<file path="config.mk">
export PLATFORM = sky130hd
export DESIGN_NAME = mrs_sequencer
export DESIGN_NICKNAME = d
export VERILOG_FILES = /design/src/verilog/mrs_pkg.sv /design/src/verilog/mrs_repeat_counter.sv /design/src/verilog/mrs_sequencer.sv
export VERILOG_INCLUDE_DIRS = /design/src /design/src/verilog
export SDC_FILE = /design/constraint.sdc
export NUM_CORES = 1
export LEC_CHECK = 0
export BUFFER_PORTS_ARGS = -buffer_cell sky130_fd_sc_hd__buf_2
export CORE_MARGIN = 2
export CORE_UTILIZATION = 25
export CTS_BUF_LIST = sky130_fd_sc_hd__clkbuf_4 sky130_fd_sc_hd__clkbuf_8
export DETAILED_ROUTE_END_ITERATION = 10
export PLACE_DENSITY = 0.55
export SYNTH_ARGS = -nofsm -noshare
export SYNTH_HDL_FRONTEND = slang
export SYNTH_SLANG_ARGS = --single-unit
</file>
<file path="constraint.sdc">
create_clock -name mclk -period 2.4 [get_ports mclk]
set_input_delay 0.48 -clock mclk [delete_from_list [all_inputs] [get_ports mclk]]
set_output_delay 0.48 -clock mclk [all_outputs]
set_load 0.1 [all_outputs]
</file>
<file path="src/verilog/mrs_map.svh">
// Purpose: constants of the microprogram repeat sequencer
// Assumes: included by its bare name
// Notes:   definitions only
`ifndef MRS_MAP_SVH
`define MRS_MAP_SVH

// ----------------------------------------------------------------------------
// widths
// ----------------------------------------------------------------------------
`define MRS_ADDR_W   8
`define MRS_CTRL_W   16
`define MRS_CNT_W    4

// ----------------------------------------------------------------------------
// counter values
// ----------------------------------------------------------------------------
`define MRS_CNT_FULL 4'hF
`define MRS_CNT_ONE  4'h1
`define MRS_CNT_RST  4'hF

// ----------------------------------------------------------------------------
// reset values and the address increment
// ----------------------------------------------------------------------------
`define MRS_UPC_RST  8'h00
`define MRS_SAVE_RST 8'h00
`define MRS_CTRL_RST 16'h0000
`define MRS_ADDR_ONE 8'h01

`endif

</file>
<file path="src/verilog/mrs_pkg.sv">
// Purpose: types of the microprogram repeat sequencer
// Assumes: mrs_map.svh gives the widths
// Notes:   micro-instruction layout, msb first: ctrl, op, count, addr
`include "mrs_map.svh"

package mrs_pkg;

  // --------------------------------------------------------------------------
  // next-address commands
  // --------------------------------------------------------------------------
  typedef enum logic [2:0] {
    OP_SEQ    = 3'h0,
    OP_SINGLE = 3'h1,
    OP_LDCNT  = 3'h2,
    OP_LOOP   = 3'h3,
    OP_CALL   = 3'h4,
    OP_RET    = 3'h5
  } mrs_op_t;

  // --------------------------------------------------------------------------
  // micro-instruction word
  // --------------------------------------------------------------------------
  typedef struct packed {
    logic [`MRS_CTRL_W-1:0] ctrl;
    mrs_op_t                op;
    logic [`MRS_CNT_W-1:0]  count;
    logic [`MRS_ADDR_W-1:0] addr;
  } mrs_uword_t;

endpackage

</file>
<file path="src/verilog/mrs_repeat_counter.sv">
// Purpose: 4-bit repeat counter with all-ones detect
// Assumes: load has priority over increment
// Notes:   holds its value when neither loaded nor incremented
`timescale 1ns/10ps
`include "mrs_map.svh"

module mrs_repeat_counter #(
  parameter int W = `MRS_CNT_W
) (
  // clock and reset
  input  wire logic         mclk,
  input  wire logic         reset,
  // control
  input  wire logic         load,
  input  wire logic [W-1:0] loadVal,
  input  wire logic         inc,
  // state
  output logic      [W-1:0] count,
  output logic              detect
);

  logic [W-1:0] count_r;
  logic [W-1:0] count_nxt;

  assign count_nxt = load ? loadVal : (inc ? W'(count_r + 1'b1) : count_r);
  assign count     = count_r;
  assign detect    = &count_r;

  always_ff @(posedge mclk) begin
    if (reset) begin
      count_r <= `MRS_CNT_RST;
    end else begin
      count_r <= count_nxt;
    end
  end

endmodule // mrs_repeat_counter

</file>
<file path="src/verilog/mrs_sequencer.sv">
// Purpose: pipelined microprogram sequencer with single and group repeat, call and return
// Assumes: control store reads addrOut combinationally within the cycle
// Notes:   one level of return address; no register bus
`timescale 1ns/10ps
`include "mrs_map.svh"

module mrs_sequencer (
  // clock and reset
  input  wire logic                   mclk,
  input  wire logic                   reset,
  // control store
  output logic      [`MRS_ADDR_W-1:0] addrOut,
  input  wire mrs_pkg::mrs_uword_t    csWord,
  // system load of the repeat counter
  input  wire logic                   extLoad,
  input  wire logic [`MRS_CNT_W-1:0]  extCount,
  // pipelined outputs
  output logic      [`MRS_CTRL_W-1:0] ctrlOut,
  output logic                        advance,
  output logic                        repDetect,
  output logic      [`MRS_CNT_W-1:0]  repCount
);

  // --------------------------------------------------------------------------
  // state
  // --------------------------------------------------------------------------
  mrs_pkg::mrs_uword_t    mir_r;
  mrs_pkg::mrs_uword_t    mir_nxt;
  logic [`MRS_ADDR_W-1:0] upc_r;
  logic [`MRS_ADDR_W-1:0] upc_nxt;
  logic [`MRS_ADDR_W-1:0] save_r;
  logic [`MRS_ADDR_W-1:0] save_nxt;

  // --------------------------------------------------------------------------
  // decode
  // --------------------------------------------------------------------------
  function automatic logic isOp(mrs_pkg::mrs_op_t op, mrs_pkg::mrs_op_t want);
    isOp = (op == want);
  endfunction

  wire logic isSingle  = isOp(mir_r.op, mrs_pkg::OP_SINGLE);
  wire logic isLoop    = isOp(mir_r.op, mrs_pkg::OP_LOOP);
  wire logic isCall    = isOp(mir_r.op, mrs_pkg::OP_CALL);
  wire logic isRet     = isOp(mir_r.op, mrs_pkg::OP_RET);
  wire logic csLoads   = isOp(csWord.op, mrs_pkg::OP_SINGLE) | isOp(csWord.op, mrs_pkg::OP_LDCNT);
  // the hold is a feedback mux, never a gated clock, so no clock skew is added
  wire logic stall     = isSingle & ~repDetect;
  wire logic fieldLoad = advance & csLoads;
  wire logic loopStep  = isLoop & ~repDetect;
  wire logic cntLoad   = fieldLoad | extLoad;
  wire logic [`MRS_CNT_W-1:0] cntVal = fieldLoad ? csWord.count : extCount;

  assign advance = ~stall;

  // --------------------------------------------------------------------------
  // next-address multiplexer
  // --------------------------------------------------------------------------
  // loop: repeat address while counting, fall through once detect is up
  wire logic [`MRS_ADDR_W-1:0] loopAddr = repDetect ? upc_r : mir_r.addr;

  always_comb begin
    case (mir_r.op)
      mrs_pkg::OP_LOOP: begin
        addrOut = loopAddr;
      end
      mrs_pkg::OP_CALL: begin
        addrOut = mir_r.addr;
      end
      mrs_pkg::OP_RET: begin
        addrOut = save_r;
      end
      default: begin
        addrOut = upc_r;
      end
    endcase
  end

  // --------------------------------------------------------------------------
  // register updates
  // --------------------------------------------------------------------------
  assign mir_nxt  = advance ? csWord : mir_r;
  assign upc_nxt  = advance ? `MRS_ADDR_W'(addrOut + `MRS_ADDR_ONE) : upc_r;
  assign save_nxt = (advance & isCall) ? upc_r : save_r;

  always_ff @(posedge mclk) begin
    if (reset) begin
      mir_r  <= '0;
      upc_r  <= `MRS_UPC_RST;
      save_r <= `MRS_SAVE_RST;
    end else begin
      mir_r  <= mir_nxt;
      upc_r  <= upc_nxt;
      save_r <= save_nxt;
    end
  end

  assign ctrlOut = mir_r.ctrl;

  // --------------------------------------------------------------------------
  // repeat counter
  // --------------------------------------------------------------------------
  // single repeat counts every stalled clock, loop counts once per pass
  mrs_repeat_counter #(
    .W (`MRS_CNT_W)
  ) u_counter (
    .mclk    (mclk),
    .reset   (reset),
    .load    (cntLoad),
    .loadVal (cntVal),
    .inc     (stall | loopStep),
    .count   (repCount),
    .detect  (repDetect)
  );

  // --------------------------------------------------------------------------
  // checks
  // --------------------------------------------------------------------------
  logic [4:0] stallRun_r;

  always_ff @(posedge mclk) begin
    if (reset) begin
      stallRun_r <= 5'h00;
    end else begin
      stallRun_r <= stall ? 5'(stallRun_r + 5'h01) : 5'h00;
    end
  end

  property p_field_load;
    @(posedge mclk) disable iff (reset)
    fieldLoad |=> repCount == $past(csWord.count);
  endproperty
  a_field_load: assert property (p_field_load) else $error("count not loaded from word");

  property p_detect;
    @(posedge mclk) disable iff (reset)
    repDetect == (repCount == `MRS_CNT_FULL);
  endproperty
  a_detect: assert property (p_detect) else $error("detect mismatch");

  property p_hold;
    @(posedge mclk) disable iff (reset)
    !advance |=> $stable(ctrlOut) && $stable(upc_r);
  endproperty
  a_hold: assert property (p_hold) else $error("registers moved while stalled");

  property p_stall_count;
    @(posedge mclk) disable iff (reset)
    stall && !extLoad |=> repCount == 4'(($past(repCount) + `MRS_CNT_ONE));
  endproperty
  a_stall_count: assert property (p_stall_count) else $error("stall did not count");

  property p_full_runs;
    @(posedge mclk) disable iff (reset)
    isSingle && repDetect |-> advance ##1 (mir_r == $past(csWord));
  endproperty
  a_full_runs: assert property (p_full_runs) else $error("no advance at all ones");

  property p_zero_stall;
    @(posedge mclk) disable iff (reset)
    fieldLoad && !extLoad && isOp(csWord.op, mrs_pkg::OP_SINGLE) && csWord.count == 4'h0
      |=> (!advance)[*8];
  endproperty
  a_zero_stall: assert property (p_zero_stall) else $error("zero load stalled too briefly");

  property p_stall_max;
    @(posedge mclk) disable iff (reset)
    stallRun_r <= 5'h0F;
  endproperty
  a_stall_max: assert property (p_stall_max) else $error("stall longer than 15");

  property p_loop_mux;
    @(posedge mclk) disable iff (reset)
    isLoop && !repDetect |-> addrOut == mir_r.addr;
  endproperty
  a_loop_mux: assert property (p_loop_mux) else $error("loop did not branch back");

  property p_loop_exit;
    @(posedge mclk) disable iff (reset)
    isLoop && repDetect |-> addrOut == upc_r && repCount == `MRS_CNT_FULL;
  endproperty
  a_loop_exit: assert property (p_loop_exit) else $error("loop did not fall through");

  property p_loop_inc;
    @(posedge mclk) disable iff (reset)
    isLoop && !repDetect && !cntLoad |=> repCount == 4'(($past(repCount) + `MRS_CNT_ONE));
  endproperty
  a_loop_inc: assert property (p_loop_inc) else $error("loop did not count");

  property p_ext_load;
    @(posedge mclk) disable iff (reset)
    extLoad && !fieldLoad |=> repCount == $past(extCount);
  endproperty
  a_ext_load: assert property (p_ext_load) else $error("external load lost");

  property p_call_ret;
    @(posedge mclk) disable iff (reset)
    isCall |-> addrOut == mir_r.addr ##1 save_r == $past(upc_r);
  endproperty
  a_call_ret: assert property (p_call_ret) else $error("call did not save return");

  property p_ret;
    @(posedge mclk) disable iff (reset)
    isRet |-> addrOut == save_r;
  endproperty
  a_ret: assert property (p_ret) else $error("return address wrong");

  property p_upc;
    @(posedge mclk) disable iff (reset)
    advance |=> upc_r == 8'(($past(addrOut) + `MRS_ADDR_ONE));
  endproperty
  a_upc: assert property (p_upc) else $error("address counter not plus one");

  property p_cov_stall15;
    @(posedge mclk) disable iff (reset)
    stallRun_r == 5'h0F;
  endproperty
  c_stall15: cover property (p_cov_stall15);

  property p_cov_branch;
    @(posedge mclk) disable iff (reset)
    isLoop && !repDetect;
  endproperty
  c_branch: cover property (p_cov_branch);

  property p_cov_call_ret;
    @(posedge mclk) disable iff (reset)
    isCall ##[1:20] isRet;
  endproperty
  c_call_ret: cover property (p_cov_call_ret);

endmodule // mrs_sequencer

</file>
-- Word-level counts from Yosys, hierarchy flattened
Cells that the tools add are included.
- register bits after elaboration: 47
- output and inout port bits: 30
- logic and storage cells: 30
- add/sub/neg operators: 2
- equal/unequal tests: 6
- multiplexer cells: 5
- bitwise gates (word level): 9
- reductions and logical operators: 2
- operators with widths (kind ; number):
    $pmux W8 S3 ; 1
    $mux W4 ; 3
    $add A8 B1 Y8 const B ; 1
    $mux W8 ; 1
    $eq A3 B1 Y1 const B ; 2
    $eq A3 B2 Y1 const B ; 2
    $eq A3 B3 Y1 const B ; 2
    $add A4 B1 Y4 const B ; 1
    $and A1 B1 Y1 ; 4
    $reduce_and A4 Y1 ; 1
    $or A1 B1 Y1 ; 3
    $not A1 Y1 ; 2
    $reduce_bool A2 Y1 ; 1

-- Logic depth before layout (Yosys ltp)
Gate-level depths: netlist of the first run.
- depth in word-level cells: 7
- gate-level depth with buffers: 11
- gate-level depth less buffers: 10

-- Cells and area by module
Synthesis of the first run repeated with hierarchy kept, for this count alone.
- cell total of the unflattened synthesis: 280
- area, all modules: 2296.0 µm²
- modules (own cells, without submodules) (module ; times used ; cells each ; area each (µm²)):
    mrs_sequencer ; 1 ; 257 ; 2065.7
    mrs_repeat_counter ; 1 ; 23 ; 230.2

-- Worst setup path before layout of the first run
OpenSTA, ideal clock, no wires.
- path type: register -> register
- from: register u_counter.count_r[0] (netlist: u_counter.count[0])
- to: register upc_r[4]
- library setup time: 0.114 ns
- arrival: 3.984 ns
- data required time: 2.286 ns
- setup slack: -1.698 ns
- cell stages (with the launch flop): 12
- cell sequence: dfxtp_1 ha_1 and3_1 buf_2 o21bai_4 a221oi_1 inv_1 ha_1 inv_1 nor3_1 xnor2_1 a21o_1
- word-level cells in the longest chain between the ends: 4
- elaborated cells on any way between the ends: 6
- RTL lines (what ; RTL line ; RTL):
    start: declaration ; mrs_repeat_counter.sv:22 ; logic [W-1:0] count_r;
    start signal: assignment ; mrs_repeat_counter.sv:31 ; count_r <= `MRS_CNT_RST;
    start signal: assignment ; mrs_repeat_counter.sv:33 ; count_r <= count_nxt;
    $reduce_and A4 Y1 ; mrs_repeat_counter.sv:27 ; assign detect = &count_r;
    via repDetect ; mrs_sequencer.sv:20 ; output logic repDetect,
    $mux W8 ; mrs_sequencer.sv:59 ; wire logic [`MRS_ADDR_W-1:0] loopAddr = repDetect ? upc_r : mir_r.addr;
    $pmux W8 S3 ; mrs_sequencer.sv:62 ; case (mir_r.op)
    via addrOut[0] ; mrs_sequencer.sv:12 ; output logic [`MRS_ADDR_W-1:0] addrOut,
    $add A8 B1 Y8 (no source line) ; - ;
    end signal: assignment ; mrs_sequencer.sv:88 ; upc_r <= `MRS_UPC_RST;
    end signal: assignment ; mrs_sequencer.sv:92 ; upc_r <= upc_nxt;
    end: declaration ; mrs_sequencer.sv:29 ; logic [`MRS_ADDR_W-1:0] upc_r;
The timed path passes the listed nets, and every way through them passes these cells.
A chain may end at the register's enable or synchronous reset.

-- Final worst setup path of the first run
- from: register u_counter.count_r[0] (netlist: u_counter.count[0])
- to: output port addrOut[4]
- word-level cells in the longest chain between the ends: 3
- RTL lines (what ; RTL line):
    $reduce_and A4 Y1 ; mrs_repeat_counter.sv:27
    $mux W8 ; mrs_sequencer.sv:59
    $pmux W8 S3 ; mrs_sequencer.sv:62
    end: declaration ; mrs_sequencer.sv:12
Every way passes these cells.

==> results of run 1 <==
## worst min path at each step
stage | from | slack [ns] | end | depth (start not counted)
after floorplan | mir_r[4]$_SDFFE_PP0N_ | 0.43 | mir_r[4]$_SDFFE_PP0N_ | 2
after global placement | ctrlOut[13]$_SDFFE_PP0N_ | 0.43 | ctrlOut[13]$_SDFFE_PP0N_ | 2
after detailed placement | ctrlOut[10]$_SDFFE_PP0N_ | 0.44 | ctrlOut[10]$_SDFFE_PP0N_ | 2
after CTS | csWord[9] | 0.36 | u_counter.count[1]$_SDFFE_PP1P_ | 2
after global routing | csWord[8] | 0.37 | u_counter.count[0]$_SDFFE_PP1P_ | 2
final | csWord[9] | 0.36 | u_counter.count[1]$_SDFFE_PP1P_ | 2
## layer usage
layer  vias to the layer above  track usage
li1                       1028            -
met1                       975       0.1565
met2                        46       0.2098
met3                         7      0.03262
met4                         0      0.04110
met5                         -            0
## cell families after synthesis
family / Yosys count / share of synthesized area
compound gates: 54 / 0.1713
xor+xnor: 5 / 0.01953
fa+ha+maj: 2 / 0.01116
buf+inv: 41 / 0.09932
flops: 47 / 0.4196
mux: 12 / 0.05413
simple gates: 109 / 0.2249
## report_power, final
group	switching [W]	internal [W]
Clock	0.000300	0.000343
Sequential	0.0000465	0.000837
Combinational	0.000556	0.000253
## registers in the layout, summed over array words and instances, names as in the netlist
| name | flops |
|---|---|
| ctrlOut | 16 |
| mir_r | 11 |
| save_r | 8 |
| upc_r | 8 |
| u_counter.count | 4 |
## final cells by class
class	count	area (sq um)	area share
inverters	10	50.05	0.01623
repair buffers	91	643.1	0.2085
clock inverters	2	38.79	0.01258
flip-flops and latches	47	959.7	0.3112
multi-input cells	182	1175	0.3809
well taps	108	135.1	0.04381
clock buffers	6	82.58	0.02677
## timing repair
item                                    4_1_cts  5_1_grt
hold buffers                                  0        0
endpoints found under the hold margin         0        0
setup buffers                                11        4
gates resized for setup                       4        7
pin swaps                                     7        6
endpoints found under the setup margin        7        7
## layout by cell type (no fill, tap or decap), types with 3 or more instances in the layout
| cell | Yosys | final |
|---|---|---|
| nand3b_1 | 4 | 4 |
| nor3b_1 | 3 | 3 |
| o21ai_1 | 3 | 3 |
| nor2_1 | 19 | 19 |
| xnor2_1 | 4 | 4 |
| nor3_1 | 5 | 5 |
| buf_12 | 0 | 8 |
| nand3_1 | 4 | 4 |
| clkbuf_8 | 0 | 6 |
| nand2_1 | 57 | 56 |
| dfxtp_2 | 0 | 3 |
| buf_4 | 16 | 22 |
| inv_1 | 9 | 3 |
| dfxtp_4 | 0 | 4 |
| dfxtp_1 | 47 | 40 |
| a211o_1 | 3 | 3 |
| inv_6 | 0 | 3 |
| a21oi_1 | 31 | 31 |
| buf_2 | 1 | 59 |
| inv_2 | 1 | 4 |
| mux2i_1 | 11 | 11 |
| and2_1 | 7 | 7 |
| a221oi_4 | 0 | 4 |
## per-stage QoR
| stage | hold slack (ns) | setup TNS (ns) | setup WS, ns | total power (W) |
|---|---|---|---|---|
| CTS | 0.3560 | -0.03426 | -0.02269 | 0.002353 |
| detailed placement | 0.4424 | 0 | 0.1127 | 0.001667 |
| finish | 0.3649 | -0.01074 | -0.01074 | 0.002336 |
| global placement | 0.4343 | 0 | 0.09464 | 0.001659 |
| global route | 0.3686 | -0.3750 | -0.1152 | 0.002447 |
| floorplan | 0.4313 | -1.632 | -0.2602 | 0.001511 |
==> reports/metrics.cfg, run 1 <==
[detailed_routing]
ant_nets = 0
drcViolationCount = 0
topRoutingLayerUsed = met4
routed_via_density = 4.610
wl_met3_microns = 312
wl_met2_microns = 2907
num_vias = 2056
avgRoutedWirePerCell_microns = 13.30
wl_microns = 5934
drt_iter0_markers = 70
dr.pass1.iters = 6
wl_met1_microns = 2627

[placement]
place.gp.congestion = 0.7753
place_inst = 424
hpwl_microns = 4074
io_buffers = 67
placed_cell_area_sq_um = 2815

[sta]
tightest_slew_ns = 0.6012
relSlewSlack = 0.5977
fin_crit_sh = 1.004
setup_slack_ns = -0.01074
rsz0062_at_grt = yes
fin_worst_skew_ns = 0.01170
fin_crit_ns = 2.411
hold_violations = 0
setup_viol_count_final = 1
fmax_mhz = 414.8
finalMaxSlewViolations = 0

[grt]
grt_pass1_wl_microns = 9784
grt_pass1_vias = 2023
overflow = 0
grt_max_degree = 48
antenna_found_initial = 0
grtUsageTotal = 0.1250

[setup_path]
critPathBufInv = 3
cp_slowest_stage_delay_ns = 0.37
crit_start = u_counter.count[0]$_SDFFE_PP1P_
path_max_fanout = 7
rr_endpoint = upc_r[7]$_SDFFE_PP0N_
critPathLaunchType = flip-flop
critical_path_required_ns = 1.92
crit_family = compound AO/OA/AOI/OAI gates
cp-end-kind = primary output
criticalPathCategory = reg2out
path_depth = 7
r2r-start = u_counter.count[0]$_SDFFE_PP1P_
cp-endpoint = addrOut[4]
crit_chain = ha_4 -> and3_4 -> o21bai_4 -> a222oi_1 -> buf_4 -> inv_4 -> buf_12
critPathSlowestCell = dfxtp_4
reg2regPathDepth = 10
rrSetupSlack_ns = 0.14
cp_data_arrival_time_ns = 1.93

[synth]
synth_ff_type = dfxtp_1
synth_top_area_frac = 0.4196
syn_nets = 310
yosys.area.top_type = dfxtp_1
ys_ff_latch = 47
synth_warnings = 0
netlist_instances = 270
synth_area_leaders = dfxtp_1 (42%), nand2_1 (9.5%), a21oi_1 (6.9%)
yosys.cell_count.top_type = nand2_1
synth_cell_types = 43
synth_area_sq_um = 2242
ys_seq_area_frac = 0.4196
async_reset_ff_frac = 0
netlist_top_cells_count = nand2_1 (57), dfxtp_1 (47), a21oi_1 (31)
synth_edf_count = 0
avgSynthCellArea_sq_um = 8.304

[layout]
fin_util = 0.3537
num_antenna_cells = 0
finalNonFillerCells = 446
nNetsFinal = 377
layout-drive-gt1-share = 0.3787
nFillCells = 907
fin_area_sq_um = 3084
synthToLayoutAreaGrowth_pct = 37.56

[cts]
cts_buffers = 5
htreeDepth = 2
cts_tree = built
numClockSinks = 47
cts_buffer_depth = 2
path_clk_slew_ns = 0.09
clkLatencyLatePin_ns = 0.32
root_buffer = clkbuf_8

[pwr]
p_per_area_nw_per_um2 = 757.3
vdd_drop_max_uv = 268.7
power.leakage_nw = 1.349

[outcome]
status = complete, but fails checks
failed_checks = negative setup slack

[floorplan]
io_pins = 68
core.rowCount = 34
dieHeight_microns = 98.70
dieArea_sq_um = 9742
die_w_microns = 98.70
core_area_sq_um = 8721
start_util = 0.2571

[run]
max_cap_viol_count = 0

[hold_path]
hp-class = in2reg

Note: power is estimated with default switching activity, not from simulation.
==> run 2, diff against run 1 <==
Settings changed: CTS_BUF_LIST sky130_fd_sc_hd__clkbuf_4 sky130_fd_sc_hd__clkbuf_8 to not set, PLACE_DENSITY 0.55 to 0.54.
Clock period 2.4 ns to 2.6 ns, I/O delays scaled along.
==> reports/metrics.cfg, run 2 (same netlist as run 1, synthesis figures left out) <==
[grt]
antenna_found_initial = 0  ; unchanged
grt_max_degree = 32  ; -33%
grt_pass1_vias = 1848  ; -8.7%
grtUsageTotal = 0.1152  ; -0.009885
overflow = 0  ; unchanged
grt_pass1_wl_microns = 8976  ; -8.3%

[detailed_routing]
drt_iter0_markers = 55  ; -21%
ant_nets = 0  ; unchanged
wl_microns = 5645  ; -4.9%
drcViolationCount = 0  ; unchanged
num_vias = 1941  ; -5.6%
dr.pass1.iters = 6  ; unchanged
avgRoutedWirePerCell_microns = 13.01  ; -2.2%
routed_via_density = 4.472  ; -3.0%

[floorplan]
io_pins = 68  ; unchanged
die_w_microns = 98.70  ; unchanged
dieHeight_microns = 98.70  ; unchanged
dieArea_sq_um = 9742  ; unchanged
core.rowCount = 34  ; unchanged
start_util = 0.2571  ; unchanged
core_area_sq_um = 8721  ; unchanged

[layout]
largest_register_ffs = 16  ; unchanged
nFillCells = 937  ; +3.3%
nNetsFinal = 365  ; -3.2%
final_cell_mix = buf_2 (59), nand2_1 (56), dfxtp_1 (43)
multiInputGateArea_sq_um = 1152  ; -1.9%
layout-drive-gt1-share = 0.3374  ; -0.04127
seqCellArea_sq_um = 955.9  ; -0.39%
fin_util = 0.3377  ; -0.01593
num_antenna_cells = 0  ; unchanged
fin_area_sq_um = 2945  ; -4.5%
final_common_cell = buf_2
synthToLayoutAreaGrowth_pct = 31.36

[sta]
finalMaxSlewViolations = 0  ; unchanged
setup_viol_count_final = 0  ; -1
fin_crit_ns = 2.498
tightest_slew_ns = 0.9647  ; +0.3635 ns
fin_setup_tns_ns = 0  ; +0.01074 ns
rsz0062_at_grt = no
fmax_mhz = 400.4
holdWs_ns = 0.4232  ; +0.05835 ns
relSlewSlack = 0.3519  ; -0.2458
fin_worst_skew_ns = 0.008382  ; -0.003313 ns
fin_crit_sh = 0.9606
hold_violations = 0  ; unchanged

[setup_path]
criticalPathCategory = reg2out
crit_chain = ha_4 -> and3_4 -> a2bb2oi_4 -> buf_4 -> a221oi_4 -> inv_4 -> buf_12
critPathLaunchType = flip-flop
cp_slowest_stage_delay_ns = 0.37  ; about the same
r2r-start = u_counter.count[0]$_SDFFE_PP1P_
cp-end-kind = primary output
cp_data_arrival_time_ns = 1.98  ; +0.05 ns
critPathSlowestCell = dfxtp_4
critical_path_required_ns = 2.08  ; +0.16 ns
path_max_fanout = 8  ; +1
crit_start = u_counter.count[0]$_SDFFE_PP1P_

[cts]
cts_tree = built
hold_buffers = 0  ; unchanged
numClockSinks = 47  ; unchanged
cts_buffer_depth = 2  ; unchanged
root_buffer = clkbuf_8
htreeDepth = 2  ; unchanged
path_clk_slew_ns = 0.09  ; about the same
clkLatencyLatePin_ns = 0.30  ; -0.02 ns
cts_buffers = 5  ; unchanged

[placement]
hpwl_microns = 3915  ; -3.9%
place.gp.congestion = 0.8087  ; +4.3%
io_buffers = 67  ; unchanged
placed_cell_area_sq_um = 2791  ; -0.84%

[run]
max_cap_viol_count = 0  ; unchanged

[hold_path]
min-delay-start = csWord[8]
hp-class = in2reg

[pwr]
vdd_drop_max_uv = 282.4  ; +5.1%
p_per_area_nw_per_um2 = 694.7  ; -8.3%
power.leakage_nw = 1.288  ; -4.5%

[outcome]
status = completed

## run 2: cell count changes in the layout (fill, tap and decap cells not counted), sizes merged
cell,before,now
clkinv,0,1
buf,91,79
clkbuf,6,7
inv,11,9
bufinv,1,0
clkinvlp,0,1
## run 2: area by class of cell
class / instances / share of cell area
Sequential cell: 47 / 0.3246
Clock buffer: 7 / 0.03653
Tap cell: 108 / 0.04588
Multi-Input combinational cell: 182 / 0.3913
Timing Repair Buffer: 79 / 0.1852
Inverter: 10 / 0.01487
Clock inverter: 1 / 0.001699
## run 2: where the power goes
part           switching, W  internal [W]  total (W)
registers         0.0000429      0.000772   0.000815
logic              0.000499      0.000207   0.000706
clock network      0.000252      0.000273   0.000525
## run 2: worst paths after layout
path,end,slack [ns],cells past startpoint
min,u_counter.count[0]$_SDFFE_PP1P_,0.42,2
max,addrOut[0],0.10,7
min reg2reg,ctrlOut[11]$_SDFFE_PP0N_,0.45,2
max reg2reg,u_counter.count[2]$_SDFFE_PP1P_,0.24,7
## run 2: timing repair
| action | in CTS | in global routing |
|---|---|---|
| setup buffers | 0 | 4 |
| gates resized for setup | 1 | 0 |
| pin swaps | 0 | 3 |
| endpoints found under the setup margin | 1 | 2 |
## run 2: critical path, delay by kind of cell, from the launching register on
kind / cells / cell delay, ns
AO/OA/AOI/OAI: 2 / 0.56
buffers and inverters: 3 / 0.41
flip-flops: 1 / 0.37
AND/OR/NAND/NOR: 1 / 0.18
adder cells (fa/ha/maj): 1 / 0.16
## run 2: metrics by stage
stage,power [W],setup WS [ns],instances
global placement,0.001519,0.3234,422
finish,0.002046,0.1024,434
CTS,0.002067,0.02134,430
global route,0.002154,0.003977,434
floorplan,0.001389,-0.2230,270
detailed placement,0.001528,0.2888,422
## run 2: layer usage
| layer | routed length [microns] | track usage |
|---|---|---|
| met2 | 2593 | 0.1837 |
| met1 | 2744 | 0.1543 |
| met3 | 248 | 0.02624 |
| met4 | 59 | 0.03793 |
| met5 | 0 | 0 |
==> run 3, diff against run 2 <==
Settings changed: CORE_UTILIZATION 25 to 51, GPL_TIMING_DRIVEN set to 0, PLACE_DENSITY 0.54 to 0.88, TNS_END_PERCENT set to 30.
==> reports/metrics.cfg, run 3 (same netlist as run 1, synthesis figures left out) <==
[outcome]
status = completed

[pwr]
p_per_area_nw_per_um2 = 678.9  ; -2.3%
pwr-share-seq = 0.405  ; +0.007
comb_power_share = 0.357  ; +0.012
p_clk_frac = 0.238  ; -0.019
vdd_drop_max_uv = 457.3  ; +62%
p_sw_w = 0.0007886  ; -0.67%
switching_share = 0.3910  ; +0.003032
power.leakage_nw = 1.348  ; +4.7%
internal_power_w = 0.001228  ; -1.9%

[placement]
place.gp.congestion = 0.8435  ; +4.3%
pre_cts_slack_ns = 0.05914  ; -0.2297 ns
place_inst = 388  ; -8.1%
placed_cell_area_sq_um = 2731  ; -2.2%
hpwl_microns = 3912  ; about the same
io_buffers = 66  ; -1.5%

[layout]
multiInputGateArea_sq_um = 1159  ; +0.54%
seqCellArea_sq_um = 955.9  ; unchanged
fin_area_sq_um = 2970  ; +0.85%
largest_register_ffs = 16  ; unchanged
synthToLayoutAreaGrowth_pct = 32.48
num_antenna_cells = 0  ; unchanged
finalNonFillerCells = 402  ; -7.4%
final_common_cell = buf_2
final_cell_mix = buf_2 (57), nand2_1 (56), dfxtp_1 (43)
nNetsFinal = 389  ; +6.6%
layout-drive-gt1-share = 0.3514  ; +0.01401
nFillCells = 340  ; -64%
fin_util = 0.6917  ; +0.3540

[floorplan]
dieHeight_microns = 70.31  ; -29%
die_w_microns = 70.31  ; -29%
core.rowCount = 24  ; -29%
io_pins = 68  ; unchanged
core_area_sq_um = 4294  ; -51%
start_util = 0.5221  ; +0.2650
dieArea_sq_um = 4943  ; -49%

[detailed_routing]
avgRoutedWirePerCell_microns = 14.04  ; +7.9%
routed_via_density = 5.333  ; +19%
num_vias = 2144  ; +10%
wl_microns = 5644  ; about the same
ant_nets = 0  ; unchanged
dr.pass1.iters = 4  ; -2
drcViolationCount = 0  ; unchanged
drt_iter0_markers = 119  ; +120%

[setup_path]
critPathLaunchType = flip-flop
critical_path_required_ns = 2.80  ; +0.72 ns
cp-end-kind = flip-flop
cp_slowest_stage_delay_ns = 0.46  ; +0.09 ns
r2r-start = u_counter.count[1]$_SDFFE_PP1P_
crit_start = u_counter.count[1]$_SDFFE_PP1P_
critPathSlowestCell = nor4_2
path_max_fanout = 8  ; unchanged
crit_chain = ha_4 -> and3_4 -> buf_12 -> o21bai_4 -> a222oi_1 -> buf_4 -> buf_4 -> nor4_2 -> nand4_1 -> a31o_1
critPathMostFrequentCell = buf_4
criticalPathCategory = reg2reg
cp_data_arrival_time_ns = 2.79  ; +0.81 ns

[sta]
fmax_mhz = 386.3  ; -3.5%
setup_viol_count_final = 0  ; unchanged
finalMaxSlewViolations = 0  ; unchanged
rsz0062_at_grt = yes
fin_crit_ns = 2.589  ; +0.09124 ns
relSlewSlack = 0.3700  ; +0.01809
fin_crit_sh = 0.9957  ; +0.03509
hold_violations = 0  ; unchanged
holdWs_ns = 0.4238  ; +0.0006370 ns
fin_worst_skew_ns = 0.01103  ; +0.002645 ns
tightest_slew_ns = 0.9378  ; -0.02692 ns
setup_slack_ns = 0.01119  ; -0.09124 ns

[grt]
grt_pass1_wl_microns = 8997  ; +0.23%
antenna_found_initial = 0  ; unchanged
overflow = 0  ; unchanged
grtUsageTotal = 0.2266  ; +0.1115
grt_max_degree = 15  ; -53%
grt_pass1_vias = 2016  ; +9.1%

[run]
max_cap_viol_count = 0  ; unchanged

[cts]
path_clk_slew_ns = 0.09  ; about the same
numClockSinks = 47  ; unchanged
htreeDepth = 2  ; unchanged
clkLatencyLatePin_ns = 0.30  ; about the same
cts_buffer_depth = 2  ; unchanged
hold_buffers = 0  ; unchanged
root_buffer = clkbuf_8
cts_buffers = 5  ; unchanged
cts_tree = built

[hold_path]
hp-class = in2reg
min-delay-start = csWord[9]

## run 3: changes by cell type in the layout (fill, tap and decap cells not counted), sizes merged
cell and delta:
clkinv -1, clkbuf +12, clkinvlp +1, buf +12
## run 3: metal layers
layer,up-vias,track usage,part of all wire
met3,9,0.03175,0.064
met4,0,0.1047,0.019
met1,994,0.2686,0.41
met2,76,0.4004,0.51
li1,1065,-,-
met5,-,0,0
## run 3: area by class of cell
cell class / count / share of cell area
Buffer: 31 / 0.06782
Tap cell: 52 / 0.02190
Inverter: 10 / 0.01474
Timing Repair Buffer: 72 / 0.1487
Multi-Input combinational cell: 182 / 0.3901
Clock inverter: 1 / 0.002527
Sequential cell: 47 / 0.3218
Clock buffer: 7 / 0.03243
## run 3: worst max-delay path: cells and delay by family (launching register included)
kind | cells | cell delay, ns
AND/OR/NAND/NOR | 3 | 0.80
AO/OA/AOI/OAI | 3 | 0.71
buffers and inverters | 3 | 0.44
flip-flops | 1 | 0.37
adder cells (fa/ha/maj) | 1 | 0.17
## run 3: power by group through the flow
stage	registers, W	clock network [W]	logic, W
global placement	0.000828	0	0.000668
finish	0.000816	0.000481	0.000720
global route	0.000823	0.000519	0.000758
floorplan	0.000876	0	0.000513
CTS	0.000815	0.000485	0.000706
detailed placement	0.000831	0	0.000679
## run 3: final timing paths
| check | end | cells after the start | slack (ns) |
|---|---|---|---|
| worst min-delay path | u_counter.count[1]$_SDFFE_PP1P_ | 2 | 0.42 |
| worst max register to register | upc_r[7]$_SDFFE_PP0N_ | 10 | 0.01 |
| worst max-delay path | upc_r[7]$_SDFFE_PP0N_ | 10 | 0.01 |
| worst min register to register | ctrlOut[13]$_SDFFE_PP0N_ | 2 | 0.46 |
## run 3: repair_timing
action,in CTS,in global routing
setup buffers,4,2
pin swaps,3,5
resized for setup,16,7
setup endpoints to repair,9,11
## run 3: per-stage QoR
stage	power [W]	TNS [ns]
detailed placement	0.001510	0
global placement	0.001496	0
floorplan	0.001389	-0.6182
finish	0.002017	0
global route	0.002100	-0.3348
CTS	0.002006	0
